## config.mk

```make
export PLATFORM = sky130hd
export DESIGN_NAME = ebs_lane_ctrl
export DESIGN_NICKNAME = d
export VERILOG_FILES = /design/src/pkg/ebs_pkg.sv /design/src/core/ebs_lane_ctrl.sv /design/src/core/ebs_data_mux.sv
export VERILOG_INCLUDE_DIRS = /design/src /design/src/pkg
export SDC_FILE = /design/constraint.sdc
export NUM_CORES = 1
export LEC_CHECK = 0
export ABC_AREA = 1
export BUFFER_PORTS_ARGS = -buffer_cell sky130_fd_sc_hd__buf_2
export CORE_UTILIZATION = 46
export CTS_CLUSTER_DIAMETER = 60
export DETAILED_ROUTE_END_ITERATION = 8
export GPL_ROUTABILITY_DRIVEN = 0
export PLACE_DENSITY = 0.76
export REMOVE_ABC_BUFFERS = 1
export SLEW_MARGIN = 15
export SYNTH_ARGS = -nofsm -noshare
export SYNTH_HDL_FRONTEND = slang
export SYNTH_SLANG_ARGS = --single-unit
export TNS_END_PERCENT = 30
```

## constraint.sdc

```tcl
create_clock -name clk_in -period 1.8 [get_ports clk_in]
set_input_delay 0.18 -clock clk_in [delete_from_list [all_inputs] [get_ports clk_in]]
set_output_delay 0.18 -clock clk_in [all_outputs]
set_load 0.05 [all_outputs]
```

## src/pkg/ebs_defs.svh

```systemverilog
// constants of the external bus sizing and lane enable block
// What this block does
// With the width strap inactive at reset the data bus runs 32 bits wide.
// In 32-bit mode all four lane enables are driven, the dual pins acting as lanes two and three.
// In 32-bit mode byte, halfword and word accesses lower the lanes set by size and offset.
// A 32-bit burst lowers all lanes and runs an address state then four burst beats.
// With the width strap active at reset the data bus runs 16 bits wide on lines 15:0.
// In 16-bit mode data lines 31:16 are never driven.
// In 16-bit mode the dual pins become the upper-byte strobe and halfword address bit 1.
// The outside system changes the width strap only while reset is held.
// In 16-bit mode byte and halfword accesses take an address state and a strobe state.
// In 16-bit mode upper halfword data travels on lines 15:0 in both directions.
// In 16-bit mode lower halfword data travels on lines 15:0 in both directions.
// A 16-bit word read samples the low half in the first wait state and the high in the second.
// A 16-bit word write drives the low half in address and first wait, the high half in second.
// In 16-bit mode byte and halfword accesses drive A1 from the address and keep the strobe high.
// In 16-bit word and burst transfers strobe and lanes stay low, A1 toggles, bursts run 8 beats.
// The sampled width is held from reset release until the next reset.
`ifndef EBS_DEFS_SVH
`define EBS_DEFS_SVH

`define EBS_BURST_LAST_W32 3'h3
`define EBS_BURST_LAST_W16 3'h7
`define EBS_LANES_IDLE 4'hf
`define EBS_LANES_WORD 4'h0
`define EBS_LANES_HALF_LO 4'hc
`define EBS_LANES_HALF_HI 4'h3
`define EBS_WIDE_RESET 1'b1

`endif

```

## src/pkg/ebs_pkg.sv

```systemverilog
// types of the external bus sizing and lane enable block
package ebs_pkg;

    typedef enum logic [1:0] {
        EBS_SZ_BYTE = 2'b00,
        EBS_SZ_HALF = 2'b01,
        EBS_SZ_WORD = 2'b10,
        EBS_SZ_BURST = 2'b11
    } ebs_size_t;

    typedef enum logic [2:0] {
        EBS_ST_IDLE = 3'b000,
        EBS_ST_ADDR = 3'b001,
        EBS_ST_STRB = 3'b010,
        EBS_ST_WAIT1 = 3'b011,
        EBS_ST_WAIT2 = 3'b100,
        EBS_ST_BURST = 3'b101
    } ebs_state_t;

endpackage

```

## src/core/ebs_lane_ctrl.sv

```systemverilog
// external bus sizing, lane enable and halfword beat sequencing
`timescale 1ns/10ps
`include "ebs_defs.svh"
module ebs_lane_ctrl
    import ebs_pkg::*;
(
    // clock and reset
    input wire logic clk_in,
    input wire logic rst_n_in,
    input wire logic ce_in,
    // width strap
    input wire logic width_select_in,
    // core request
    input wire logic req_valid_in,
    input wire ebs_size_t req_size_in,
    input wire logic [1:0] req_addr_in,
    input wire logic req_write_in,
    input wire logic [31:0] req_wdata_in,
    output logic req_ready_out,
    output logic word_taken_out,
    output logic rd_valid_out,
    output logic [31:0] rd_data_out,
    output logic wide_mode_out,
    output logic [2:0] bus_state_out,
    // external bus pins
    output logic lane0_enable_n_out,
    output logic lane1_enable_n_out,
    output logic lane2_or_upper_strobe_pin_out,
    output logic lane3_or_half_addr_pin_out,
    input wire logic [31:0] data_in,
    output logic [31:0] data_out,
    output logic [31:0] data_oe_out
);
    ebs_state_t state_r, state_nxt;
    ebs_size_t size_r, size_nxt;
    logic [2:0] beat_r, beat_nxt;
    logic [1:0] addr_r, addr_nxt;
    logic write_r, write_nxt;
    logic wide_r;
    logic [31:0] wbuf_r, wbuf_nxt;
    logic accept, load_next, hi_nxt, drive_nxt;
    logic [3:0] pins_nxt;
    logic [31:0] dout_nxt, doe_nxt;
    logic [2:0] burst_last;

    // ------------------------------------------------------------
    // width strap
    // ------------------------------------------------------------
    // caught on every edge while reset is low, so the level seen
    // at the last reset edge is the one kept
    // strap sampled in reset
    always_ff @(posedge clk_in) begin
        if (!rst_n_in) begin
            wide_r <= !width_select_in;
        end
        // width held after release
    end

    // ------------------------------------------------------------
    // request capture
    // ------------------------------------------------------------
    assign accept = (state_r == EBS_ST_IDLE) && req_valid_in;
    assign burst_last = wide_r ? `EBS_BURST_LAST_W32 : `EBS_BURST_LAST_W16;

    always_comb begin
        size_nxt = accept ? req_size_in : size_r;
        write_nxt = accept ? req_write_in : write_r;
        addr_nxt = addr_r;
        if (accept) begin
            // misaligned low bits are masked by size
            case (req_size_in)
                EBS_SZ_BYTE: addr_nxt = req_addr_in;
                EBS_SZ_HALF: addr_nxt = {req_addr_in[1], 1'b0};
                default: addr_nxt = 2'b00;
            endcase
        end
    end

    // ------------------------------------------------------------
    // bus state sequence
    // ------------------------------------------------------------
    always_comb begin
        state_nxt = state_r;
        beat_nxt = beat_r;
        case (state_r)
            EBS_ST_IDLE: begin
                if (req_valid_in) begin
                    state_nxt = EBS_ST_ADDR;
                end
            end
            EBS_ST_ADDR: begin
                beat_nxt = 3'h0;
                case (size_r)
                    // two state single access
                    EBS_SZ_BYTE, EBS_SZ_HALF: state_nxt = EBS_ST_STRB;
                    // narrow word uses waits
                    EBS_SZ_WORD: state_nxt = wide_r ? EBS_ST_STRB : EBS_ST_WAIT1;
                    default: state_nxt = EBS_ST_BURST;
                endcase
            end
            EBS_ST_STRB: state_nxt = EBS_ST_IDLE;
            EBS_ST_WAIT1: state_nxt = EBS_ST_WAIT2;
            EBS_ST_WAIT2: state_nxt = EBS_ST_IDLE;
            EBS_ST_BURST: begin
                // burst beat count
                if (beat_r == burst_last) begin
                    state_nxt = EBS_ST_IDLE;
                end else begin
                    beat_nxt = beat_r + 3'h1;
                end
            end
            default: state_nxt = EBS_ST_IDLE;
        endcase
    end

    always_ff @(posedge clk_in) begin
        if (!rst_n_in) begin
            state_r <= EBS_ST_IDLE;
            beat_r <= 3'h0;
            size_r <= EBS_SZ_BYTE;
            addr_r <= 2'b00;
            write_r <= 1'b0;
        end else if (ce_in) begin
            state_r <= state_nxt;
            beat_r <= beat_nxt;
            size_r <= size_nxt;
            addr_r <= addr_nxt;
            write_r <= write_nxt;
        end
    end

    // ------------------------------------------------------------
    // write buffer
    // ------------------------------------------------------------
    // a burst pulls a fresh word each time a new word's first beat starts
    assign load_next = write_r && (state_r == EBS_ST_BURST) && (state_nxt == EBS_ST_BURST)
                       && (wide_r || !beat_nxt[0]);
    assign wbuf_nxt = (accept || load_next) ? req_wdata_in : wbuf_r;

    always_ff @(posedge clk_in) begin
        if (!rst_n_in) begin
            wbuf_r <= 32'h0000_0000;
            word_taken_out <= 1'b0;
        end else if (ce_in) begin
            wbuf_r <= wbuf_nxt;
            word_taken_out <= (accept && req_write_in) || load_next;
        end
    end

    // ------------------------------------------------------------
    // lane pins and data drive
    // ------------------------------------------------------------
    always_comb begin
        case (state_nxt)
            EBS_ST_WAIT2: hi_nxt = 1'b1;
            EBS_ST_BURST: hi_nxt = beat_nxt[0];
            EBS_ST_ADDR, EBS_ST_STRB: begin
                hi_nxt = (size_nxt == EBS_SZ_BYTE || size_nxt == EBS_SZ_HALF) && addr_nxt[1];
            end
            default: hi_nxt = 1'b0;
        endcase
    end

    // low half from address state on
    assign drive_nxt = write_nxt && (state_nxt != EBS_ST_IDLE);

    // pins_nxt bit order: 3 dual addr pin, 2 dual strobe pin, 1, 0 lanes
    always_comb begin
        pins_nxt = `EBS_LANES_IDLE;
        if (state_nxt != EBS_ST_IDLE) begin
            if (wide_r) begin
                // wide lane encoding
                case (size_nxt)
                    EBS_SZ_BYTE: pins_nxt = ~(4'h1 << addr_nxt);
                    EBS_SZ_HALF: pins_nxt = addr_nxt[1] ? `EBS_LANES_HALF_HI : `EBS_LANES_HALF_LO;
                    // burst all lanes low
                    default: pins_nxt = `EBS_LANES_WORD;
                endcase
            end else begin
                // dual pins as strobe and A1
                case (size_nxt)
                    // single access narrow encoding
                    EBS_SZ_BYTE: pins_nxt = {addr_nxt[1], 1'b1, !addr_nxt[0], addr_nxt[0]};
                    EBS_SZ_HALF: pins_nxt = {addr_nxt[1], 1'b1, 2'b00};
                    // A1 toggles per beat
                    default: pins_nxt = {hi_nxt, 3'b000};
                endcase
            end
        end
    end

    ebs_data_mux ebs_data_mux_i (
        .wide_in(wide_r),
        .hi_half_in(hi_nxt),
        .drive_in(drive_nxt),
        .wbuf_in(wbuf_nxt),
        .dout_out(dout_nxt),
        .doe_out(doe_nxt)
    );

    always_ff @(posedge clk_in) begin
        if (!rst_n_in) begin
            lane0_enable_n_out <= 1'b1;
            lane1_enable_n_out <= 1'b1;
            lane2_or_upper_strobe_pin_out <= 1'b1;
            lane3_or_half_addr_pin_out <= 1'b1;
            data_out <= 32'h0000_0000;
            data_oe_out <= 32'h0000_0000;
            req_ready_out <= 1'b0;
            bus_state_out <= EBS_ST_IDLE;
            wide_mode_out <= `EBS_WIDE_RESET;
        end else if (ce_in) begin
            lane0_enable_n_out <= pins_nxt[0];
            lane1_enable_n_out <= pins_nxt[1];
            lane2_or_upper_strobe_pin_out <= pins_nxt[2];
            lane3_or_half_addr_pin_out <= pins_nxt[3];
            data_out <= dout_nxt;
            data_oe_out <= doe_nxt;
            req_ready_out <= (state_nxt == EBS_ST_IDLE);
            bus_state_out <= state_nxt;
            wide_mode_out <= wide_r;
        end
    end

    // ------------------------------------------------------------
    // read capture
    // ------------------------------------------------------------
    // data is taken at the edge that closes each data state
    always_ff @(posedge clk_in) begin
        if (!rst_n_in) begin
            rd_data_out <= 32'h0000_0000;
            rd_valid_out <= 1'b0;
        end else if (ce_in) begin
            rd_valid_out <= 1'b0;
            if (!write_r) begin
                case (state_r)
                    EBS_ST_STRB: begin
                        rd_valid_out <= 1'b1;
                        if (wide_r) begin
                            rd_data_out <= data_in;
                        end else if (addr_r[1]) begin
                            // upper half read on low lines
                            rd_data_out <= {data_in[15:0], 16'h0000};
                        end else begin
                            // lower half read
                            rd_data_out <= {16'h0000, data_in[15:0]};
                        end
                    end
                    // low then high half
                    EBS_ST_WAIT1: rd_data_out[15:0] <= data_in[15:0];
                    EBS_ST_WAIT2: begin
                        rd_data_out[31:16] <= data_in[15:0];
                        rd_valid_out <= 1'b1;
                    end
                    EBS_ST_BURST: begin
                        if (wide_r) begin
                            rd_data_out <= data_in;
                            rd_valid_out <= 1'b1;
                        end else if (beat_r[0]) begin
                            rd_data_out[31:16] <= data_in[15:0];
                            rd_valid_out <= 1'b1;
                        end else begin
                            rd_data_out[15:0] <= data_in[15:0];
                        end
                    end
                    default: rd_valid_out <= 1'b0;
                endcase
            end
        end
    end
endmodule

```

## src/core/ebs_data_mux.sv

```systemverilog
// write data steering onto the external data lines
`timescale 1ns/10ps
module ebs_data_mux (
    // mode and beat
    input wire logic wide_in,
    input wire logic hi_half_in,
    input wire logic drive_in,
    // data
    input wire logic [31:0] wbuf_in,
    output logic [31:0] dout_out,
    output logic [31:0] doe_out
);
    genvar g;

    // upper half of the buffer folds down onto the low lines
    // halfword on low lines
    assign dout_out[15:0] = (!wide_in && hi_half_in) ? wbuf_in[31:16] : wbuf_in[15:0];
    assign dout_out[31:16] = wide_in ? wbuf_in[31:16] : 16'h0000;

    generate
        for (g = 0; g < 4; g = g + 1) begin : g_lane
            if (g < 2) begin : g_low
                assign doe_out[g*8 +: 8] = {8{drive_in}};
            end else begin : g_high
                // upper lines floated
                assign doe_out[g*8 +: 8] = {8{drive_in & wide_in}};
            end
        end
    endgenerate
endmodule

```

# Word-level counts from Yosys, hierarchy flattened

Cells that the tools add are included.
W data, S select, Z words.

Register bits: 133
Output and inout port bits: 107
Word-level logic and storage cells: 105

Add/sub/neg operators: 1
Eq/ne operators: 17
Shift operators: 1
Multiplexer cells: 32
Bitwise gates (word level): 3
Reduce and logical (&&, ||, !) cells: 31

Operators with widths:

| cell                 | number |
|---|---|
| $mux W32             | 4 |
| $pmux W16 S3         | 2 |
| $mux W16             | 4 |
| $pmux W4 S2          | 2 |
| $eq A3 B3 Y1 const B | 4 |
| $mux W3              | 4 |
| $mux W4              | 3 |
| $pmux W3 S2          | 2 |
| $pmux W3 S4          | 1 |
| $eq A3 B2 Y1 const B | 3 |
| $reduce_bool A3 Y1   | 3 |
| $logic_and A1 B1 Y1  | 8 |
| $reduce_and A4 Y1    | 2 |
| $eq A2 B1 Y1 const B | 3 |
| $eq A3 B1 Y1 const B | 2 |
| $logic_not A2 Y1     | 3 |
| $logic_not A3 Y1     | 2 |
| $ne A3 B3 Y1 const B | 2 |
| $reduce_or A2 Y1     | 3 |
| $mux W1              | 5 |
| $logic_not A1 Y1     | 4 |
| $logic_or A1 B1 Y1   | 4 |
| $mux W2              | 2 |
| $not A4 Y4           | 1 |
| other kinds (12)     | 12 |

# Logic depth before layout (Yosys ltp)

Depth in word-level cells: 10
Depth in mapped cells: 16
Depth with buffers taken out: 14

# Cells and area by module

Synthesis repeated with hierarchy kept, for this count alone.

Cell total of the unflattened synthesis: 1083
Area total of the unflattened synthesis: 7231.9 sq um

Modules (own cells, without submodules):

| module        | times used | cells each | area an instance (sq um) | seq. area each (sq um) |
|---|---|---|---|---|
| ebs_lane_ctrl | 1          | 962        | 6521.3                   | 2972.9 |
| ebs_data_mux  | 1          | 121        | 710.7                    | 0.0 |

# Least setup slack after synthesis

OpenSTA, ideal clock, no wires.

Path type: reg-to-reg
Start point: register bus_state_out[2] (netlist name)
End point: register data_out[6]
Library setup time: 0.132 ns
Data arrival time: 1.969 ns
Slack: -0.301 ns
Cell stages (with the launch flop): 14
Path buffers: 2
Cell sequence: dfxtp_1 -> nor2_1 -> nand2_1 -> buf_2 -> nand2_1 -> a21oi_1 -> nand3_1 -> nand2_2 -> nand2_4 -> inv_2 -> buf_6 -> nand2_1 -> nand3_1 -> a21oi_1

RTL lines:

| item                 | line                 | RTL |
|---|---|---|
| end signal, assigned | ebs_lane_ctrl.sv:217 | `data_out <= dout_nxt;` |
| end, declared        | ebs_lane_ctrl.sv:31  | `output logic [31:0] data_out,` |

# Worst setup path after layout

Start point: register wide_r
End point: register data_out[15]

Cells in the longest elaborated chain, start to end: 10

Ends and longest elaborated chain:

| item                                                | line                | RTL |
|---|---|---|
| start, declared                                     | ebs_lane_ctrl.sv:39 | `logic wide_r;` |
| start signal, assigned                              | ebs_lane_ctrl.sv:54 | `wide_r <= !width_select_in;` |
| branches (longest 9 deep; another with $pmux W3 S4) | -                   |  |
| $mux W16 *                                          | ebs_data_mux.sv:17  | `assign dout_out[15:0] = (!wide_in && hi_half_in) ? wbuf_in[31:16] : wbuf_in[15:0];` |

Every way passes the cells marked *. The select of a mux whose other input is x is not followed.
A chain may end at the register's enable or synchronous reset.

==> results.txt <==
----------------------------------------------------
[Place]
  Standard cell area after detailed placement ... 6930 um^2
  Sum of net half-perimeters after detailed placement ... 10.7 mm
  Input/output buffers ... 180

[Timing]
  Post-route setup TNS ... -3480 ps
  Final critical-path required period ... 1920 ps
  Slew Limit Headroom ... 53.0%
  Transition time at the pin with the least slew margin ... 704 ps
  Post-layout worst setup margin ... -123 ps
  Period utilisation layout ... 107%
  F_max ... 520 MHz
  Final setup fails ... 70
  RSZ-0062 raised after global routing ... yes
  Fin. max-slew vios ... 0
  Final count of hold timing violations ... 0
  Clk_skew ... 7.32 ps
  Tightest hold margin ... 16.8 ps

[Drt]
  Initial detailed-routing violation count ... 565
  Iteration count of the initial detailed-routing pass ... 7
  Vias ... 6172
  Total wire length after detailed routing ... 17.1 mm
  Number of vias per cell after detailed routing ... 5.21
  Detail-routed net length per standard cell ... 14.4 um
  Final ANT Viol Nets ... 0
  Residual DRC count ... 0

[Setup path]
  Worst reg-to-reg path cell count ... 13
  Cell occurring most often along the worst timing path ... sky130_fd_sc_hd__nand3_2
  Data required time of the critical path ... 2100 ps
  Critical path type ... flip-flop to flip-flop
  Critical path capture point type ... flip-flop
  Ordered cell list for the critical path ... nor2_1 > nor2_2 > nand3_2 > nand3_2 > nand3_2 > nand2_4 > nand2_8 > buf_4 > buf_4 > nand2_2 > nand3_1 > nand3_1 > a21oi_1
  Cell with the largest stage delay on the worst path ... sky130_fd_sc_hd__edfxtp_1
  Arrival time at the worst endpoint ... 2220 ps
  Delay of the slowest cell on the worst path ... 500 ps
  Register-to-register setup slack ... -120 ps
  CP startpoint kind ... flip-flop
  Critical path peak fanout ... 6

[Layout]
  Commonest non-fill, non-tap cell in the layout ... sky130_fd_sc_hd__buf_2
  Post-Layout Inst Area ... 8170 um^2
  Fraction of final layout cells sized beyond drive strength 1 ... 40.1%
  Fill cells ... 1062
  Diode count ... 0
  Area of the multi-input gates ... 2930 um^2
  Layout area overhead ... 41.9%
  Number of nets at the end of the flow ... 1080
  Most used cells in the layout excluding fill and tap cells ... 180 x sky130_fd_sc_hd__buf_2, 122 x sky130_fd_sc_hd__nand2_1, 113 x sky130_fd_sc_hd__dfxtp_1
  Area taken by flip-flops and latches ... 2380 um^2
  Utilization of the core after routing ... 67.5%

[Pwr]
  Switching component of the power ... 2580 uW
  Part of the power in combinational logic ... 23.0%
  Power Dens Cells ... 1010 nW/um^2
  Fraction of power spent switching nets ... 31.1%
  Static power due to leakage ... 0.00413 uW
  Internal Dissipation ... 5710 uW
  Post-layout total power ... 8290 uW
  Sequential Power Share ... 34.8%
  Clock group share of total power ... 42.1%
  Highest ir drop seen on vdd ... 0.000514 V

[Hold path]
  Worst hold path type ... input port to flip-flop
  WHS Path Cells ... 2

[Yosys]
  Synthesized netlist cell count ... 818
  Mean instance size in the synthesized netlist ... 7.04 um^2
  Number of unique standard cell types used by synthesis ... 34
  Number of warnings issued by yosys ... 0
  Synth Register Bits ... 118
  Register area share after synthesis ... 41.2%
  Cell area after synthesis ... 5760 um^2

[Floorplan]
  Site row count ... 40
  Initial cell density of the core ... 47.6%
  Vertical extent of the die ... 114 um
  Number of I/O pins ... 181
  Floorplan die area ... 13000 um^2
  Area of the core ... 12100 um^2
  Width of the die ... 114 um

[Clock tree]
  Number of CTS-inserted buffers ... 17
  Root buffer cell ... sky130_fd_sc_hd__clkbuf_16
  Clock tree from TritonCTS ... yes
  Buffer levels on the longest clock path ... 2
  Clock slew at the register clock pins of the worst setup and hold paths ... 50 ps
  CTS Hold Bufs ... 0
  Htree depth ... 4
  Worst skew pair latency ... 420 ps
  Number of sinks driven by the clock tree ... 118

[Global routing]
  Overflow left after global routing ... 0
  Via count of the first global-routing pass ... 5615
  Number of antenna violations at the first check in global routing ... 0
  Global-route wire length before repair ... 27.0 mm
  Met2 Usage GRT ... 43.6%
  Met1 GRT Util ... 32.4%
  Most used routing layer ... met2
  Met3 GRT Util ... 7.44%
  Largest net degree at the start of global routing ... 88
  Gr usage total ... 26.4%

[Outcome]
  Violated checks ... negative setup slack
  Outcome ... finished with violations

[Run]
  Max capacitance violation total ... 0

----------------------------------------------------
[cell usage after synthesis, drive strengths merged]
library cell	n	area, um^2
o21ai	48	240
nand3	98	500
nor3	2	10.0
edfxtp	1	30.0
a211oi	1	7.51
nor2	38	153
o311ai	2	32.5
o2111ai	1	8.76
clkbuf	32	120
o22ai	1	6.26
o211ai	17	128
a21oi	87	439
a221oi	15	131
ha	1	12.5
nand2	174	678
inv	115	434
buf	48	342
dfxtp	117	2340
nand3b	17	128
clkinv	1	3.75
a31oi	1	6.26
a22oi	1	7.51
[per-layer routing]
layer  part of all wire [%]  wire length (um)  vias up
li1                       -                 -     3025
met1                     41              7000     2820
met2                     49              8310      296
met3                    8.3              1420       31
met4                    2.0               350        0
met5                      0                 0        -
[power by group through the flow]
stage | logic [uW] | registers (uW) | clock network [uW]
5_1_grt | 2060 | 2900 | 3650
2_1_floorplan | 606 | 3420 | 0
3_3_place_gp | 1670 | 2930 | 0
4_1_cts | 1780 | 2880 | 3520
6_report | 1910 | 2890 | 3490
3_5_place_dp | 1690 | 2930 | 0
[worst paths after layout]
check             startpoint           end
max reg2reg           wide_r  data_out[15]
min reg2reg     data_out[27]  data_out[27]
min          width_select_in        wide_r
max                   wide_r  data_out[15]
[sequential cells by signal (all words and copies together) (netlist names), 2 cells and up]
register,count
data_oe_out,2
rd_data_out,32
beat_r,3
size_r,2
bus_state_out,3
addr_r,2
wbuf_r,32
data_out,32
[stage by stage]
stage	worst slack (ps)	std cells
final	-123	1185
after global routing	-266	1185
after CTS	-96.4	1183
after detailed placement	-167	1139
after global placement	-118	1139
after floorplan	-4260	738
[cell families (layout without fill, tap and decap cells)]
| family | after synthesis | count (layout) | share of synthesized area, % |
|---|---|---|---|
| buf+inv | 196 | 394 | 15.6 |
| fa+ha+maj | 1 | 1 | 0.217 |
| simple gates | 329 | 329 | 25.5 |
| flops | 118 | 118 | 41.2 |
| compound gates | 174 | 175 | 17.5 |
[critical path, delay by kind of cell, from the launching register on]
family / cells / cell delay (ps)
flops: 1 / 500
simple gates: 10 / 970
buf+inv: 2 / 260
compound gates: 1 / 70
[timing repair]
item / 4_1_cts / 5_1_grt
cloned: 2 / 1
pin swaps: 11 / 18
gates resized for setup: 46 / 111
hold endpoints to repair: 0 / 0
buffers inserted: 11 / 1
setup endpoints to repair: 85 / 103
[layout make-up]
| type | count | area share (%) |
|---|---|---|
| Tap cell | 168 | 2.57 |
| Sequential cell | 118 | 29.1 |
| Clock inverter | 9 | 1.52 |
| Multi-Input combinational cell | 505 | 35.9 |
| Timing Repair Buffer | 247 | 19.5 |
| Inverter | 116 | 5.50 |
| Clock buffer | 22 | 5.92 |
(Power assumes the default switching activity.)
